`src/inc/ccsync_regs.svh`:
```
// Register indices, field positions, reset values and timing counts for clock sync control
// Notes on behaviour
// (RULE_01) External resistor bit selects drive current source
// (RULE_02) Channel strength bit picks low/high LVDS current
// (RULE_03) Primary sync ORs four request sources
// (RULE_04) Lock detection raises automatic sync request
// (RULE_05) Multifunction pin falling edge is sync event
// (RULE_06) Sync bit: set, then clear triggers
// (RULE_07) Source 00: primary falling edge syncs directly
// (RULE_08) Source 01: await active reference rising edge
// (RULE_09) Source 10: await feedback rollover edge
// (RULE_10) Armed detector stalls dividers until edge
// (RULE_11) Awaited edge releases dividers, sync complete
// (RULE_12) Reclock into input clock, fixed restart delay
// (RULE_13) One alignment per request, no tracking
// (RULE_14) Masked channels ignore synchronization
// (RULE_15) Pending sync: masked run, unmasked stall
// (RULE_16) Software adjusts edge timing after sync
// (RULE_17) Software may disable outputs while adjusting
// (RULE_18) Software uses small open-loop phase steps
// (RULE_19) Slew limit caps phase change rate
// (RULE_20) Enable changes applied together, glitch free
// (RULE_21) Pin input function 69 requests sync
// (RULE_22) Source code 11 behaves as direct
`ifndef CCSYNC_REGS_SVH
`define CCSYNC_REGS_SVH

// Register indices; byte address is four times the index
`define CCSYNC_IDX_MFP_BASE      14'h0200
`define CCSYNC_IDX_MFP_LAST      14'h0207
`define CCSYNC_IDX_SLEW_LO       14'h0316
`define CCSYNC_IDX_SLEW_HI       14'h0317
`define CCSYNC_IDX_DIST_SET      14'h0400
`define CCSYNC_IDX_DIST_EN       14'h0401
`define CCSYNC_IDX_SYNC_CTRL     14'h0402
`define CCSYNC_IDX_AUTO_SYNC     14'h0403
`define CCSYNC_IDX_CH0_MODE      14'h0404
`define CCSYNC_IDX_CH1_MODE      14'h0405
`define CCSYNC_IDX_SYNC_STAT     14'h0406
`define CCSYNC_IDX_SYNC_REQ      14'h0A02

// Field positions
`define CCSYNC_BIT_HF_RX         4
`define CCSYNC_BIT_EXT_RES       5
`define CCSYNC_BIT_DRIVE         3
`define CCSYNC_BIT_SRC_LO        4
`define CCSYNC_BIT_SRC_HI        5
`define CCSYNC_BIT_AUTO_FREQ     0
`define CCSYNC_BIT_AUTO_PHASE    1
`define CCSYNC_BIT_SYNC_REQ      1
`define CCSYNC_BIT_MFP_DIR       7

// Values
`define CCSYNC_RST_REG8          8'h00
`define CCSYNC_MFP_FUNC_SYNC     7'h45
`define CCSYNC_RESTART_CYCLES    3'h2

`endif

```
`src/inc/ccsync_pkg.sv`:
```
// Types shared by the clock sync control block
package ccsync_pkg;

  typedef enum logic [1:0] {
    CCSYNC_IDLE    = 2'b00,
    CCSYNC_DIRECT  = 2'b01,
    CCSYNC_ARMED   = 2'b10,
    CCSYNC_RECLOCK = 2'b11
  } ccsync_state_e;

  typedef enum logic [1:0] {
    CCSYNC_SRC_DIRECT = 2'b00,
    CCSYNC_SRC_REF    = 2'b01,
    CCSYNC_SRC_FB     = 2'b10,
    CCSYNC_SRC_RSVD   = 2'b11
  } ccsync_src_e;

  typedef struct packed {
    ccsync_src_e source;
    logic [1:0]  mask;
  } ccsync_ctrl_s;

endpackage : ccsync_pkg

```
`src/design/ccsync_top.sv`:
```
// Clock distribution sync control with APB register slave
//
// Added by the designer: register access over APB.
`timescale 1ns/1ps
`default_nettype none
`include "ccsync_regs.svh"

module ccsync_top
  import ccsync_pkg::*;
(
  input  wire logic        pclk,
  input  wire logic        presetn,
  input  wire logic        psel,
  input  wire logic        penable,
  input  wire logic        pwrite,
  input  wire logic [15:0] paddr,
  input  wire logic [31:0] pwdata,
  output logic      [31:0] prdata,
  output logic             pready,
  output logic             pslverr,
  input  wire logic        freq_locked,
  input  wire logic        phase_locked,
  input  wire logic [7:0]  multifunction_pins,
  input  wire logic        eeprom_sync,
  input  wire logic        active_ref,
  input  wire logic        feedback_edge,
  input  wire logic [15:0] phase_target,
  output logic             ext_current_resistor_sel,
  output logic             high_freq_rx_sel,
  output logic      [1:0]  lvds_high_current,
  output logic      [1:0]  chan_enable,
  output logic      [1:0]  div_stall,
  output logic      [1:0]  div_restart,
  output logic      [15:0] phase_applied
);

  logic [7:0]    dist_set_q;
  logic [7:0]    dist_en_q;
  ccsync_ctrl_s  sync_ctrl_q;
  logic [7:0]    sync_ctrl_rsvd_q;
  logic [7:0]    auto_sync_q;
  logic [7:0]    ch_mode_q [2];
  logic [7:0]    sync_req_q;
  logic [7:0]    slew_lo_q;
  logic [7:0]    slew_hi_q;
  logic [7:0]    mfp_cfg_q [8];
  logic [31:0]   prdata_q;
  logic          pready_q;
  logic          pslverr_q;
  logic [13:0]   idx;
  logic          wr_en;
  logic          rd_en;
  logic          mapped;
  logic [7:0]    rd_val;
  ccsync_state_e state_q;
  logic          stalling;
  logic [1:0]    chan_en_q;

  // APB decode; one wait state so read data comes from a flop
  assign idx    = paddr[15:2];
  assign rd_en  = psel & penable & ~pready_q;
  assign wr_en  = psel & penable & pready_q & pwrite;
  assign prdata = prdata_q;
  assign pready = pready_q;
  assign pslverr = pslverr_q;

  // Read mux and address map check
  always_comb begin
    mapped = 1'b1;
    rd_val = 8'h00;
    case (idx)
      `CCSYNC_IDX_SLEW_LO:   rd_val = slew_lo_q;
      `CCSYNC_IDX_SLEW_HI:   rd_val = slew_hi_q;
      `CCSYNC_IDX_DIST_SET:  rd_val = dist_set_q;
      `CCSYNC_IDX_DIST_EN:   rd_val = dist_en_q;
      `CCSYNC_IDX_SYNC_CTRL: rd_val = {2'b00, sync_ctrl_q.source, 2'b00, sync_ctrl_q.mask};
      `CCSYNC_IDX_AUTO_SYNC: rd_val = auto_sync_q;
      `CCSYNC_IDX_CH0_MODE:  rd_val = ch_mode_q[0];
      `CCSYNC_IDX_CH1_MODE:  rd_val = ch_mode_q[1];
      `CCSYNC_IDX_SYNC_STAT: rd_val = {3'b000, chan_en_q, state_q, stalling};
      `CCSYNC_IDX_SYNC_REQ:  rd_val = sync_req_q;
      default: begin
        if (idx >= `CCSYNC_IDX_MFP_BASE && idx <= `CCSYNC_IDX_MFP_LAST) begin
          rd_val = mfp_cfg_q[idx[2:0]];
        end else begin
          mapped = 1'b0;
        end
      end
    endcase
  end

  // APB answer; writes to the status register are ignored
  always_ff @(posedge pclk or negedge presetn) begin
    if (!presetn) begin
      pready_q  <= 1'b0;
      prdata_q  <= 32'h0000_0000;
      pslverr_q <= 1'b0;
    end else begin
      pready_q  <= rd_en;
      pslverr_q <= rd_en & ~mapped;
      if (rd_en && !pwrite) begin
        prdata_q <= {24'h00_0000, rd_val};
      end
    end
  end

  // Software registers
  always_ff @(posedge pclk or negedge presetn) begin
    if (!presetn) begin
      dist_set_q  <= `CCSYNC_RST_REG8;
      dist_en_q   <= `CCSYNC_RST_REG8;
      sync_ctrl_q <= '0;
      auto_sync_q <= `CCSYNC_RST_REG8;
      ch_mode_q   <= '{default: `CCSYNC_RST_REG8};
      sync_req_q  <= `CCSYNC_RST_REG8;
      slew_lo_q   <= `CCSYNC_RST_REG8;
      slew_hi_q   <= `CCSYNC_RST_REG8;
      mfp_cfg_q   <= '{default: `CCSYNC_RST_REG8};
    end else if (wr_en) begin
      case (idx)
        `CCSYNC_IDX_SLEW_LO:   slew_lo_q   <= pwdata[7:0];
        `CCSYNC_IDX_SLEW_HI:   slew_hi_q   <= pwdata[7:0];
        `CCSYNC_IDX_DIST_SET:  dist_set_q  <= pwdata[7:0];
        `CCSYNC_IDX_DIST_EN:   dist_en_q   <= pwdata[7:0];
        `CCSYNC_IDX_SYNC_CTRL: sync_ctrl_q <= {pwdata[5:4], pwdata[1:0]};
        `CCSYNC_IDX_AUTO_SYNC: auto_sync_q <= pwdata[7:0];
        `CCSYNC_IDX_CH0_MODE:  ch_mode_q[0] <= pwdata[7:0];
        `CCSYNC_IDX_CH1_MODE:  ch_mode_q[1] <= pwdata[7:0];
        `CCSYNC_IDX_SYNC_REQ:  sync_req_q  <= pwdata[7:0];
        default: begin
          if (idx >= `CCSYNC_IDX_MFP_BASE && idx <= `CCSYNC_IDX_MFP_LAST) begin
            mfp_cfg_q[idx[2:0]] <= pwdata[7:0];
          end
        end
      endcase
    end
  end

  // Pin sync source: lowest numbered pin set as input with sync function wins
  logic [8:0] mfp_found;
  logic [8:0] mfp_level;
  assign mfp_found[0] = 1'b0;
  assign mfp_level[0] = 1'b0;
  genvar gi;
  generate
    for (gi = 0; gi < 8; gi++) begin : g_mfp
      logic pin_is_sync;
      assign pin_is_sync = ~mfp_cfg_q[gi][`CCSYNC_BIT_MFP_DIR] &
                           (mfp_cfg_q[gi][6:0] == `CCSYNC_MFP_FUNC_SYNC); // see RULE_21
      assign mfp_found[gi+1] = mfp_found[gi] | pin_is_sync;
      assign mfp_level[gi+1] = mfp_found[gi] ? mfp_level[gi] :
                               (pin_is_sync & multifunction_pins[gi]);
    end
  endgenerate

  // Primary sync as the OR of all request sources
  logic auto_level;
  logic primary;
  logic primary_q;
  logic prim_rise;
  logic prim_fall;
  assign auto_level = (auto_sync_q[`CCSYNC_BIT_AUTO_FREQ] & freq_locked) |
                      (auto_sync_q[`CCSYNC_BIT_AUTO_PHASE] & phase_locked); // see RULE_04
  assign primary = sync_req_q[`CCSYNC_BIT_SYNC_REQ] | auto_level |
                   mfp_level[8] | eeprom_sync; // see RULE_03
  // Event is the 1-to-0 transition, so clearing the bit or a pin fall fires
  assign prim_rise = primary & ~primary_q;
  assign prim_fall = ~primary & primary_q; // see RULE_05, RULE_06

  // Reference and feedback edges are asynchronous to the divider clock
  logic ref_s1_q, ref_s2_q, ref_s3_q;
  logic fb_s1_q, fb_s2_q, fb_s3_q;
  logic ref_rise;
  logic fb_rise;
  always_ff @(posedge pclk or negedge presetn) begin
    if (!presetn) begin
      primary_q <= 1'b0;
      ref_s1_q  <= 1'b0;
      ref_s2_q  <= 1'b0;
      ref_s3_q  <= 1'b0;
      fb_s1_q   <= 1'b0;
      fb_s2_q   <= 1'b0;
      fb_s3_q   <= 1'b0;
    end else begin
      primary_q <= primary;
      ref_s1_q  <= active_ref; // see RULE_12
      ref_s2_q  <= ref_s1_q;
      ref_s3_q  <= ref_s2_q;
      fb_s1_q   <= feedback_edge;
      fb_s2_q   <= fb_s1_q;
      fb_s3_q   <= fb_s2_q;
    end
  end
  assign ref_rise = ref_s2_q & ~ref_s3_q;
  assign fb_rise  = fb_s2_q & ~fb_s3_q;

  // Sync sequencer; one alignment per request, then idle until the next rise
  logic [2:0]    rck_cnt_q;
  logic          done;
  assign stalling = (state_q != CCSYNC_IDLE);
  assign done     = (state_q == CCSYNC_RECLOCK) && (rck_cnt_q == `CCSYNC_RESTART_CYCLES);
  always_ff @(posedge pclk or negedge presetn) begin
    if (!presetn) begin
      state_q   <= CCSYNC_IDLE;
      rck_cnt_q <= 3'h0;
    end else begin
      case (state_q)
        CCSYNC_IDLE: begin
          rck_cnt_q <= 3'h0;
          if (prim_rise) begin
            case (sync_ctrl_q.source)
              CCSYNC_SRC_REF: state_q <= CCSYNC_ARMED; // see RULE_08, RULE_10
              CCSYNC_SRC_FB:  state_q <= CCSYNC_ARMED; // see RULE_09
              default:        state_q <= CCSYNC_DIRECT; // see RULE_07, RULE_22
            endcase
          end
        end
        CCSYNC_DIRECT: begin
          if (prim_fall) begin
            state_q <= CCSYNC_RECLOCK; // see RULE_07
          end
        end
        CCSYNC_ARMED: begin
          if ((sync_ctrl_q.source == CCSYNC_SRC_REF && ref_rise) ||
              (sync_ctrl_q.source == CCSYNC_SRC_FB && fb_rise)) begin
            state_q <= CCSYNC_RECLOCK; // see RULE_11
          end else if (sync_ctrl_q.source[0] == sync_ctrl_q.source[1]) begin
            state_q <= CCSYNC_RECLOCK; // Source changed to direct while armed
          end
        end
        CCSYNC_RECLOCK: begin
          rck_cnt_q <= rck_cnt_q + 3'h1;
          if (done) begin
            state_q <= CCSYNC_IDLE; // see RULE_12, RULE_13
          end
        end
        default: state_q <= CCSYNC_IDLE;
      endcase
    end
  end

  // Divider control; masked channels keep running
  logic [1:0] div_stall_q;
  logic [1:0] div_restart_q;
  always_ff @(posedge pclk or negedge presetn) begin
    if (!presetn) begin
      div_stall_q   <= 2'b00;
      div_restart_q <= 2'b00;
    end else begin
      div_stall_q   <= (stalling && !done) ? ~sync_ctrl_q.mask : 2'b00; // see RULE_15
      div_restart_q <= done ? ~sync_ctrl_q.mask : 2'b00; // see RULE_14
    end
  end
  assign div_stall   = div_stall_q;
  assign div_restart = div_restart_q;

  // Enables move together and never mid-sync, so no runt pulses
  always_ff @(posedge pclk or negedge presetn) begin
    if (!presetn) begin
      chan_en_q <= 2'b00;
    end else if (!stalling) begin
      chan_en_q <= dist_en_q[1:0]; // see RULE_20
    end
  end
  assign chan_enable = chan_en_q;

  // Drive current and high frequency receiver selection
  logic       ext_res_q;
  logic       hf_rx_q;
  logic [1:0] lvds_hi_q;
  always_ff @(posedge pclk or negedge presetn) begin
    if (!presetn) begin
      ext_res_q <= 1'b0;
      hf_rx_q   <= 1'b0;
      lvds_hi_q <= 2'b00;
    end else begin
      ext_res_q <= dist_set_q[`CCSYNC_BIT_EXT_RES]; // see RULE_01
      hf_rx_q   <= dist_set_q[`CCSYNC_BIT_HF_RX];
      lvds_hi_q <= {ch_mode_q[1][`CCSYNC_BIT_DRIVE], ch_mode_q[0][`CCSYNC_BIT_DRIVE]}; // see RULE_02
    end
  end
  assign ext_current_resistor_sel = ext_res_q;
  assign high_freq_rx_sel         = hf_rx_q;
  assign lvds_high_current        = lvds_hi_q;

  // Phase slew limiter; a zero limit means no limit
  logic [15:0] phase_q;
  logic [15:0] slew;
  logic [16:0] diff;
  logic [15:0] mag;
  assign slew = {slew_hi_q, slew_lo_q};
  assign diff = {1'b0, phase_target} - {1'b0, phase_q};
  assign mag  = diff[16] ? 16'(~diff[15:0] + 16'h0001) : diff[15:0];
  always_ff @(posedge pclk or negedge presetn) begin
    if (!presetn) begin
      phase_q <= 16'h0000;
    end else if (slew == 16'h0000 || mag <= slew) begin
      phase_q <= phase_target;
    end else if (diff[16]) begin
      phase_q <= phase_q - slew; // see RULE_19
    end else begin
      phase_q <= phase_q + slew;
    end
  end
  assign phase_applied = phase_q;

  // Checks
  property p_direct_arm;
    @(posedge pclk) disable iff (!presetn)
      (state_q == CCSYNC_IDLE && prim_rise && !sync_ctrl_q.source[0]) |=>
        state_q == CCSYNC_DIRECT || sync_ctrl_q.source == CCSYNC_SRC_FB;
  endproperty
  a_direct_arm: assert property (p_direct_arm) else $error("direct arm missed"); // see RULE_07

  property p_armed_stalls;
    @(posedge pclk) disable iff (!presetn)
      (state_q == CCSYNC_ARMED) ##1 (state_q == CCSYNC_ARMED) |->
        div_stall_q == ~sync_ctrl_q.mask || $changed(sync_ctrl_q);
  endproperty
  a_armed_stalls: assert property (p_armed_stalls) else $error("armed not stalling"); // see RULE_10

  property p_ref_release;
    @(posedge pclk) disable iff (!presetn)
      (state_q == CCSYNC_ARMED && sync_ctrl_q.source == CCSYNC_SRC_REF && ref_rise) |=>
        state_q == CCSYNC_RECLOCK ##2 state_q == CCSYNC_RECLOCK ##1 $rose(|div_restart_q) ||
        sync_ctrl_q.mask == 2'b11;
  endproperty
  a_ref_release: assert property (p_ref_release) else $error("ref edge release wrong"); // see RULE_11

  property p_restart_latency;
    @(posedge pclk) disable iff (!presetn)
      $rose(state_q == CCSYNC_RECLOCK) |-> ##[2:2] done ##1 state_q == CCSYNC_IDLE;
  endproperty
  a_restart_latency: assert property (p_restart_latency) else $error("latency off"); // see RULE_12

  property p_one_shot;
    @(posedge pclk) disable iff (!presetn)
      (state_q == CCSYNC_IDLE && !prim_rise) |=> state_q == CCSYNC_IDLE;
  endproperty
  a_one_shot: assert property (p_one_shot) else $error("sync without request"); // see RULE_13

  property p_mask_restart;
    @(posedge pclk) disable iff (!presetn)
      done |=> div_restart_q == ~$past(sync_ctrl_q.mask) && div_stall_q == 2'b00;
  endproperty
  a_mask_restart: assert property (p_mask_restart) else $error("mask ignored"); // see RULE_14, RULE_15

  property p_enable_hold;
    @(posedge pclk) disable iff (!presetn)
      stalling |=> $stable(chan_en_q);
  endproperty
  a_enable_hold: assert property (p_enable_hold) else $error("enable changed mid sync"); // see RULE_20

  property p_slew_cap;
    @(posedge pclk) disable iff (!presetn)
      (slew != 16'h0000) |=>
        (16'(phase_q - $past(phase_q)) <= $past(slew)) ||
        (16'($past(phase_q) - phase_q) <= $past(slew));
  endproperty
  a_slew_cap: assert property (p_slew_cap) else $error("phase step above limit"); // see RULE_19

  property p_sync_bit_fall;
    @(posedge pclk) disable iff (!presetn)
      (state_q == CCSYNC_DIRECT && $fell(sync_req_q[`CCSYNC_BIT_SYNC_REQ]) && !primary) |=>
        state_q == CCSYNC_RECLOCK;
  endproperty
  a_sync_bit_fall: assert property (p_sync_bit_fall) else $error("bit clear not event"); // see RULE_06

endmodule : ccsync_top
`default_nettype wire

```
`config.mk`:
```
export PLATFORM = sky130hd
export DESIGN_NAME = ccsync_top
export DESIGN_NICKNAME = d
export VERILOG_FILES = /design/src/inc/ccsync_pkg.sv /design/src/design/ccsync_top.sv
export VERILOG_INCLUDE_DIRS = /design/src /design/src/inc
export SDC_FILE = /design/constraint.sdc
export NUM_CORES = 1
export LEC_CHECK = 0
export ABC_CLOCK_PERIOD_IN_PS = 13550
export BUFFER_PORTS_ARGS = -buffer_cell sky130_fd_sc_hd__buf_2
export CAP_MARGIN = 0
export CORE_MARGIN = 3
export CORE_UTILIZATION = 60
export CTS_CLUSTER_DIAMETER = 100
export DETAILED_ROUTE_END_ITERATION = 8
export PLACE_DENSITY = 0.82
export SLEW_MARGIN = 20
export SYNTH_ARGS = -nofsm -noshare
export SYNTH_HDL_FRONTEND = slang
export SYNTH_SLANG_ARGS = --single-unit
```
`constraint.sdc`:
```
create_clock -name pclk -period 13.55 [get_ports pclk]
set_input_delay 2.0325 -clock pclk [delete_from_list [all_inputs] [get_ports pclk]]
set_output_delay 2.0325 -clock pclk [all_outputs]
set_load 0.005 [all_outputs]
```
# Word-level counts from Yosys, hierarchy flattened
# Index checks and enable logic that the tools add are counted.
# word_totals
ff_bits	180
out_inout_bits	60
input_bits	82
elab_cells	190
# op_classes
n_lt_le_gt_ge	5
n_mux	30
reduce_logical	29
bitwise	55
n_eq_ne	29
addsub	5
# op_table
operator	count
$eq A14 B11 Y1 const B	7
$pmux W8 S10	1
$bwmux W64	1
$eq A7 B7 Y1 const B	8
$mux W16	3
$mux W8	4
$eq A14 B10 Y1 const B	2
$and A1 B1 Y1	27
$bmux W8 S3	1
$demux W8 S3	1
$reduce_and A2 Y1	9
$sub A16 B16 Y17	1
$add A16 B1 Y16 const B	1
$add A16 B16 Y16	1
$le A16 B16 Y1	1
$logic_not A16 Y1	1
$mux W2	8
$not A16 Y16	1
$sub A16 B16 Y16	1
$not A1 Y1	15
$eq A14 B12 Y1 const B	1
$ge A14 B10 Y1 const B	1
$le A14 B10 Y1 const B	1
$or A1 B1 Y1	10
other kinds (24)	46

# Longest topological paths before layout
# Gate-level depths: netlist of the first run.
# depth
word_depth	16
mapped_depth	24
depth_no_buf	21

# Worst setup path before layout of the first run
# Ideal clock, no wire load.
# synth_path
kind	input to register
start	input port phase_target[0]
end	register phase_q[15] (netlist: phase_applied[15])
required_time_ns	13.428
path_stages	21
t_arrival_ns	5.945
setup_slack_ns	7.484
cell_sequence	inv_1 ha_1 fa_1 nand2b_1 a21oi_1 nor3_1 o21ai_0 a31oi_1 o21bai_1 buf_2 mux2i_1 ha_1 nor2b_1 o21a_1 o21ai_0 a211o_1 a21oi_1 o2111a_1 a211oi_1 mux2i_1 nand2_1
# synth_between
elab_chain_cells	7
# synth_rtl
item	line	text
start, declared	ccsync_top.sv:27	input wire logic [15:0] phase_target,
$sub A16 B16 Y17 *	ccsync_top.sv:292	assign diff = {1'b0, phase_target} - {1'b0, phase_q};
$not A16 Y16	ccsync_top.sv:293	assign mag = diff[16] ? 16'(~diff[15:0] + 16'h0001) : diff[15:0];
$add A16 B1 Y16	ccsync_top.sv:293	
$mux W16	ccsync_top.sv:293	
$le A16 B16 Y1	ccsync_top.sv:297	end else if (slew == 16'h0000 || mag <= slew) begin
$logic_or A1 B1 Y1	ccsync_top.sv:297	
$mux W16 *	ccsync_top.sv:297	
end signal, assigned	ccsync_top.sv:298	phase_q <= phase_target;
end signal, assigned	ccsync_top.sv:300	phase_q <= phase_q - slew;
end signal, assigned	ccsync_top.sv:302	phase_q <= phase_q + slew;
end, declared	ccsync_top.sv:287	logic [15:0] phase_q;
# Mark *: on every way between the ends. The rest lies on a longest branch, timed or not.
# A chain may end at the register's enable or synchronous reset.

# Worst setup path in the final report of the first run
# Ends and elaborated chain as after synthesis.

==> results.json, run 1 <==
{
  "status": "complete, no violations",
  "gp_congestion": 0.930,
  "die_area_um2": 19900,
  "synth_cells": 993,
  "cts_sinks": 180,
  "met1_length_mm": 11.3,
  "reg2reg_from": "phase_applied[0]",
  "hold_path_class": "reg -> reg",
  "place_ws_ns": 6.73,
  "cp-startpoint": "phase_target[0]",
  "clk_pin_slew_worst_paths_ns": 0.06,
  "synth.distinct_cells": 76,
  "worstPathArrival_ns": 6.73,
  "cp_data_required_time_ns": 13.87,
  "cts_tree": "yes",
  "via_count": 8047,
  "final_cell_count_no_fill": 1311,
  "cp-endpoint": "phase_applied[15]",
  "hold_viol": 0,
  "rsz0062_at_grt": "no",
  "wl_mm": 26.3,
  "setup_slack_ns": 7.15,
  "antenna_found_initial": 0,
  "placed_cell_area_um2": 11500,
  "synth-seq-area-share_pct": 41.1,
  "synth_seq_cells": 180,
  "area_delta_synth_final_pct": 10.7,
  "layout.area.seq_um2": 4500,
  "totalPowerFinal_mw": 1.33,
  "netlist_area_um2": 11000,
  "route.met3.wl_mm": 1.75,
  "synth_top_flop_cell": "dfrtp_1",
  "period_share_pct": 47.2,
  "ys_warn_count": 0,
  "reg2reg_slack_ns": 8.46,
  "coreArea_um2": 17600,
  "placed_cells": 1281,
  "rows": 48,
  "max_slew_margin_pct": 28.3,
  "nNetsFinal": 1216,
  "ir_worst_vdd_mv": 0.100,
  "fmax_mhz": 156,
  "worst-path-max-fanout": 13,
  "htreeDepth": 4,
  "tns_ns": 0,
  "first_pass_iters": 5,
  "start_kind": "input port",
  "start_util_pct": 62.3,
  "grt_first_pass_wirelength_mm": 42.7,
  "clk_latency_ns": 0.44,
  "grt_pass1_vias": 8089,
  "cts_root_buf": "clkbuf_16",
  "dp_hpwl_mm": 18.2,
  "period_needed_ns": 6.40,
  "syn_avg_cell_area_um2": 11.0,
  "synth-async-reset-ratio_pct": 100,
  "drt_iter0_drc": 638,
  "critical_path_class": "in -> reg",
  "drt-wirelength-per-cell_um": 20.0,
  "drtAntennaViolNets": 0,
  "clock_path_buffers": 2,
  "p_leak_nw": 5.87,
  "drc_errors": 0,
  "cts_resized": 0,
  "critPathCaptureType": "flip-flop",
  "worstMarginPinSlew_ns": 1.08,
  "synth_edf_count": 0,
  "boundaryPins": 142,
  "antenna_cells": 0,
  "skew_ns": 0.0110,
  "r2r-end": "phase_applied[15]",
  "viasPerCell": 6.14,
  "fillers": 1258,
  "design_area_um2": 12100,
  "p_per_area_nw_per_um2": 110,
  "cts_buffers": 17,
  "gr-usage-all-layers_pct": 27.2,
  "overflow": 0,
  "die_h_um": 141,
  "die_x_um": 141,
  "max_cap_violations": 0,
  "route.top_layer_used": "met4",
  "io_buffer_count": 91,
  "reg2reg_depth": 20,
  "met2_length_mm": 12.6,
  "finalSetupViolCount": 0,
  "multi_input_area_um2": 6040,
  "cts_hold_buf": 0,
  "grt_max_degree": 105,
  "drv_slew": 0,
  "cts_setup_buffers": 0,
  "drive_above_1_share_pct": 28.4
}
state kept, by name (all words and copies together) (netlist names), 2 cells and up:
signal / count
state_q: 2
ch_mode_q: 16
lvds_high_current: 2
dist_en_q: 8
sync_ctrl_q: 4
prdata: 8
mfp_cfg_q: 64
slew_lo_q: 8
div_restart: 2
auto_sync_q: 8
chan_enable: 2
rck_cnt_q: 3
div_stall: 2
dist_set_q: 8
phase_applied: 16
slew_hi_q: 8
sync_req_q: 8
metal layers:
layer | up-vias | track usage, %
li1 | 3724 | -
met1 | 3957 | 36.6
met2 | 315 | 44.0
met3 | 51 | 5.94
met4 | 0 | 8.98
met5 | - | 0
synthesized netlist by cell type (11+ instances only):
master    count  area, µm²
mux2_2      124       1400
mux4_2       21        473
mux2i_1      19        190
xor2_1       21        184
nand4_1      11       68.8
nand3_1      17       85.1
xnor2_1      34        298
clkbuf_1     19       71.3
nand2_1      74        278
nor2_1       39        146
dfrtp_1     180       4500
a21oi_1      33        165
nor3_1       22        110
buf_4        24        180
inv_1        51        191
o21ai_0      58        290
ha_1         57        713
per-stage QoR:
stage	hold slack, ns	utilization, %
2_1_floorplan	0.331	-
3_3_place_gp	0.334	65.4
3_5_place_dp	0.336	65.4
4_1_cts	0.350	69.0
5_1_grt	0.364	69.0
6_report	0.345	69.0
cell families after synthesis:
| kind of cell | share of synthesized area [%] |
|---|---|
| buf+inv | 4.62 |
| xor+xnor | 4.39 |
| simple gates | 13.0 |
| mux | 20.6 |
| compound gates | 9.37 |
| fa+ha+maj | 6.87 |
| other cells | 0.0342 |
| flops | 41.1 |
power by group:
group	switching (mW)	internal [mW]
combinational	0.140	0.0947
clock	0.218	0.319
sequential	0.0109	0.551
layout by cell type (no fill, tap or decap), drive strengths merged, types with 6 or more instances in the layout:
master / instances
dfrtp: 180
mux2: 139
buf: 95
nand2: 79
o21ai: 58
ha: 57
inv: 54
nor2: 48
xnor2: 34
a21oi: 33
nor3: 29
conb: 24
xor2: 21
mux4: 21
mux2i: 19
clkbuf: 19
nand3: 17
nand4: 11
nand2b: 9
a21o: 9
nor2b: 8
nor4b: 8
a22oi: 8
nor4bb: 7
o21a: 6
a31oi: 6
worst min-delay path by stage:
stage	from	end	slack [ns]	cells after the start
final	fb_s1_q	fb_s2_q	0.34	0
after global routing	fb_s1_q	fb_s2_q	0.36	0
after CTS	fb_s1_q	fb_s2_q	0.35	0
after detailed placement	fb_s1_q	fb_s2_q	0.34	0
after global placement	ref_s1_q	ref_s2_q	0.33	0
after floorplan	fb_s1_q	fb_s2_q	0.33	0
critical path, stage by stage:
cell and delay, ns:
buf_2 0.09, inv_1 0.04, ha_1 0.22, fa_1 0.40, nand2b_1 0.18, a21oi_1 0.30, nor3_1 0.13, o21ai_0 0.26
a31oi_1 0.15, o21bai_1 0.14, buf_4 0.21, mux2i_1 0.33, ha_1 0.29, nor2b_1 0.13, o21a_1 0.18, o21ai_0 0.38
a211o_1 0.25, a21oi_1 0.12, o2111a_1 0.26, a211oi_1 0.34, mux2i_1 0.23, nand2_1 0.06
layout make-up:
class	count	area share [%]
repair buffers	95	4.05
multi-input cells	730	49.8
clock inverters	11	1.44
flip-flops and latches	180	37.1
clock buffers	19	3.73
well taps	225	2.32
inverters	51	1.58
(Power assumes the default switching activity.)
==> run 2: changes to the inputs <==
--- a/config.mk
+++ b/config.mk
@@ -6,14 +6,15 @@
 export SDC_FILE = /design/constraint.sdc
 export NUM_CORES = 1
 export LEC_CHECK = 0
-export ABC_CLOCK_PERIOD_IN_PS = 13550
+export ABC_AREA = 1
+export ABC_CLOCK_PERIOD_IN_PS = 5550
 export BUFFER_PORTS_ARGS = -buffer_cell sky130_fd_sc_hd__buf_2
 export CAP_MARGIN = 0
 export CORE_MARGIN = 3
-export CORE_UTILIZATION = 60
+export CORE_UTILIZATION = 53
 export CTS_CLUSTER_DIAMETER = 100
 export DETAILED_ROUTE_END_ITERATION = 8
-export PLACE_DENSITY = 0.82
+export PLACE_DENSITY = 0.77
 export SLEW_MARGIN = 20
 export SYNTH_ARGS = -nofsm -noshare
 export SYNTH_HDL_FRONTEND = slang
==> constraint.sdc (replaced) <==
create_clock -name pclk -period 5.55 [get_ports pclk]
set_input_delay 0.8325 -clock pclk [delete_from_list [all_inputs] [get_ports pclk]]
set_output_delay 0.8325 -clock pclk [all_outputs]
set_load 0.005 [all_outputs]
==> results.json, run 2 <==
{
  "status": "complete, no violations",
  "die_h_um": 150,
  "start_util_pct": 54.2,
  "reg2reg_from": "phase_applied[9]",
  "area_delta_synth_final_pct": 10.9,
  "synth_top_area_share_pct": 40.8,
  "first_pass_iters": 6,
  "antenna_cells": 0,
  "max_slew_margin_pct": 40.0,
  "clock_path_buffers": 2,
  "synth_seq_cells": 180,
  "cts_buffers": 17,
  "wl_mm": 29.7,
  "ys_warn_count": 0,
  "viasPerCell": 5.43,
  "fillers": 1834,
  "critPathCaptureType": "flip-flop",
  "drv_slew": 0,
  "worstMarginPinSlew_ns": 0.900,
  "grt_max_degree": 94,
  "synth-seq-area-share_pct": 40.8,
  "tns_ns": 0,
  "grt_util_met1_pct": 37.2,
  "worstPathArrival_ns": 4.55,
  "hold_viol": 0,
  "via_count": 10000,
  "drt-wirelength-per-cell_um": 16.1,
  "synth_cells": 1486,
  "cts_setup_buffers": 0,
  "coreArea_um2": 20400,
  "worst-path-max-fanout": 27,
  "overflow": 0,
  "layout_common_cells": "454 x nand2_1, 180 x dfrtp_1, 145 x inv_1",
  "syn_avg_cell_area_um2": 7.43,
  "fin_util_pct": 60.1,
  "totalPowerFinal_mw": 3.18,
  "multi_input_area_um2": 5680,
  "period_needed_ns": 4.20,
  "cts_resized": 0,
  "mostFrequentLayoutCell": "nand2_1",
  "cts_tree": "yes",
  "clkPwrFrac_pct": 38.6,
  "hp-start": "fb_s1_q",
  "switching_share_pct": 32.2,
  "synth_top_area_cell": "dfrtp_1",
  "grt_first_pass_wirelength_mm": 48.1,
  "intPower_mw": 2.16,
  "rows": 52,
  "largest_reg_flops": 64,
  "cts_sinks": 180,
  "antenna_found_initial": 0,
  "layout.area.seq_um2": 4500,
  "io_buffer_count": 91,
  "cp-startpoint": "phase_target[0]",
  "finalSetupViolCount": 0,
  "synth_top_flop_cell": "dfrtp_1",
  "gr-usage-all-layers_pct": 27.0,
  "max_cap_violations": 0,
  "drtAntennaViolNets": 0,
  "nNetsFinal": 1706,
  "cp_data_required_time_ns": 5.90,
  "htreeDepth": 4,
  "fmax_mhz": 238,
  "clk_latency_ns": 0.44,
  "die_area_um2": 22600,
  "synth.most_common_cell": "nand2_1",
  "boundaryPins": 142,
  "synth_edf_count": 0,
  "worst_hold_slack_ns": 0.353,
  "drt_iter0_drc": 904,
  "start_kind": "input port",
  "p_leak_nw": 6.14,
  "cts_root_buf": "clkbuf_16",
  "gp_congestion": 0.930,
  "synthTopCellsByCount": "454 x nand2_1, 180 x dfrtp_1, 145 x inv_1, 140 x o21ai_1, 104 x nor2_1",
  "ir_worst_vdd_mv": 0.211,
  "skew_ns": 0.00879,
  "synthTopCellsByArea": "dfrtp_1 41%, nand2_1 15%, ha_1 6.5%, o21ai_1 6.3%, inv_1 4.9%",
  "p_per_area_nw_per_um2": 260,
  "sequentialPowerShare_pct": 42.8,
  "hold_path_class": "reg -> reg",
  "p_comb_share_pct": 18.6,
  "netlist_area_um2": 11000,
  "die_x_um": 150,
  "dp_hpwl_mm": 21.6,
  "synth.distinct_cells": 44,
  "critical_path_class": "in -> reg",
  "use_met2_pct": 43.8,
  "clk_pin_slew_worst_paths_ns": 0.08,
  "synth-async-reset-ratio_pct": 100,
  "rsz0062_at_grt": "no",
  "grtUsageMet3_pct": 4.00,
  "largest_register": "mfp_cfg_q",
  "grt_pass1_vias": 9529,
  "drive_above_1_share_pct": 10.8,
  "power_switching_mw": 1.02,
  "drc_errors": 0,
  "cts_hold_buf": 0,
  "period_share_pct": 75.6,
  "grt_busiest_layer": "met2"
}
[run 2: worst paths after layout]
| path | to | slack [ns] | depth (start not counted) |
|---|---|---|---|
| max in group asynchronous | high_freq_rx_sel | 3.90 | 2 |
| worst max-delay path | phase_applied[8] | 1.35 | 28 |
| min in group asynchronous | phase_applied[12] | 0.47 | 1 |
| worst max register to register | phase_applied[15] | 1.43 | 22 |
| worst min-delay path | fb_s2_q | 0.35 | 0 |
| worst min register to register | fb_s2_q | 0.35 | 0 |
[run 2: power by group through the flow]
stage	Combinational, mW	Sequential [mW]	Clock, mW
3_3_place_gp	0.565	1.39	0
3_5_place_dp	0.584	1.39	0
4_1_cts	0.588	1.36	1.24
2_1_floorplan	0.410	1.38	0
5_1_grt	0.677	1.37	1.29
6_report	0.592	1.36	1.23
[run 2: area by class of cell]
cell class | count | area share [%]
clock buffer | 17 | 3.47
sequential | 180 | 36.8
multi-input combinational | 1106 | 46.4
inverter | 165 | 5.06
tap | 270 | 2.76
clock inverter | 15 | 1.51
timing repair buffer | 95 | 4.02
[run 2: worst max-delay path: stages]
cell and delay (ns):
buf_2 0.09, inv_1 0.04, ha_1 0.22, fa_1 0.40, inv_1 0.09, nand3_1 0.06
nand2_1 0.14, xor2_1 0.11, inv_1 0.10, nand3_1 0.09, nor2_1 0.29, nand3_1 0.14
nor2_1 0.11, nand2_1 0.07, nand2_1 0.11, nand2_1 0.06, nand2_1 0.05, nand2_1 0.07
ha_1 0.29, nand2_1 0.07, inv_1 0.03, o21ai_0 0.15, nand2_1 0.07, a21oi_1 0.15
a21oi_2 0.09, inv_2 0.37, nand2_1 0.09, o21ai_1 0.11
[run 2: stage by stage]
| stage | area [µm²] | setup WS, ns | cells |
|---|---|---|---|
| 6_report | 12200 | 1.35 | 1848 |
| 5_1_grt | 12200 | 0.934 | 1848 |
| 4_1_cts | 12200 | 1.38 | 1848 |
| 3_5_place_dp | 11600 | 0.916 | 1816 |
| 3_3_place_gp | 11600 | 1.02 | 1816 |
| 2_1_floorplan | 11100 | 1.51 | 1509 |
[run 2: per-layer routing]
metal	vias up	routed length, µm
li1	4984	-
met1	4638	13300
met3	49	1880
met2	361	13800
met4	0	688
met5	-	0
[run 2: logic make-up after synthesis]
family / count (synthesis) / synth area share (%)
buffers and inverters: 223 / 8.52
xor gates and xnor gates: 43 / 3.41
adders and majority gates: 59 / 6.82
and+or+nand+nor: 685 / 25.7
DFF: 180 / 40.8
AOI/OAI and AO/OA: 295 / 14.7
other: 1 / 0.0340
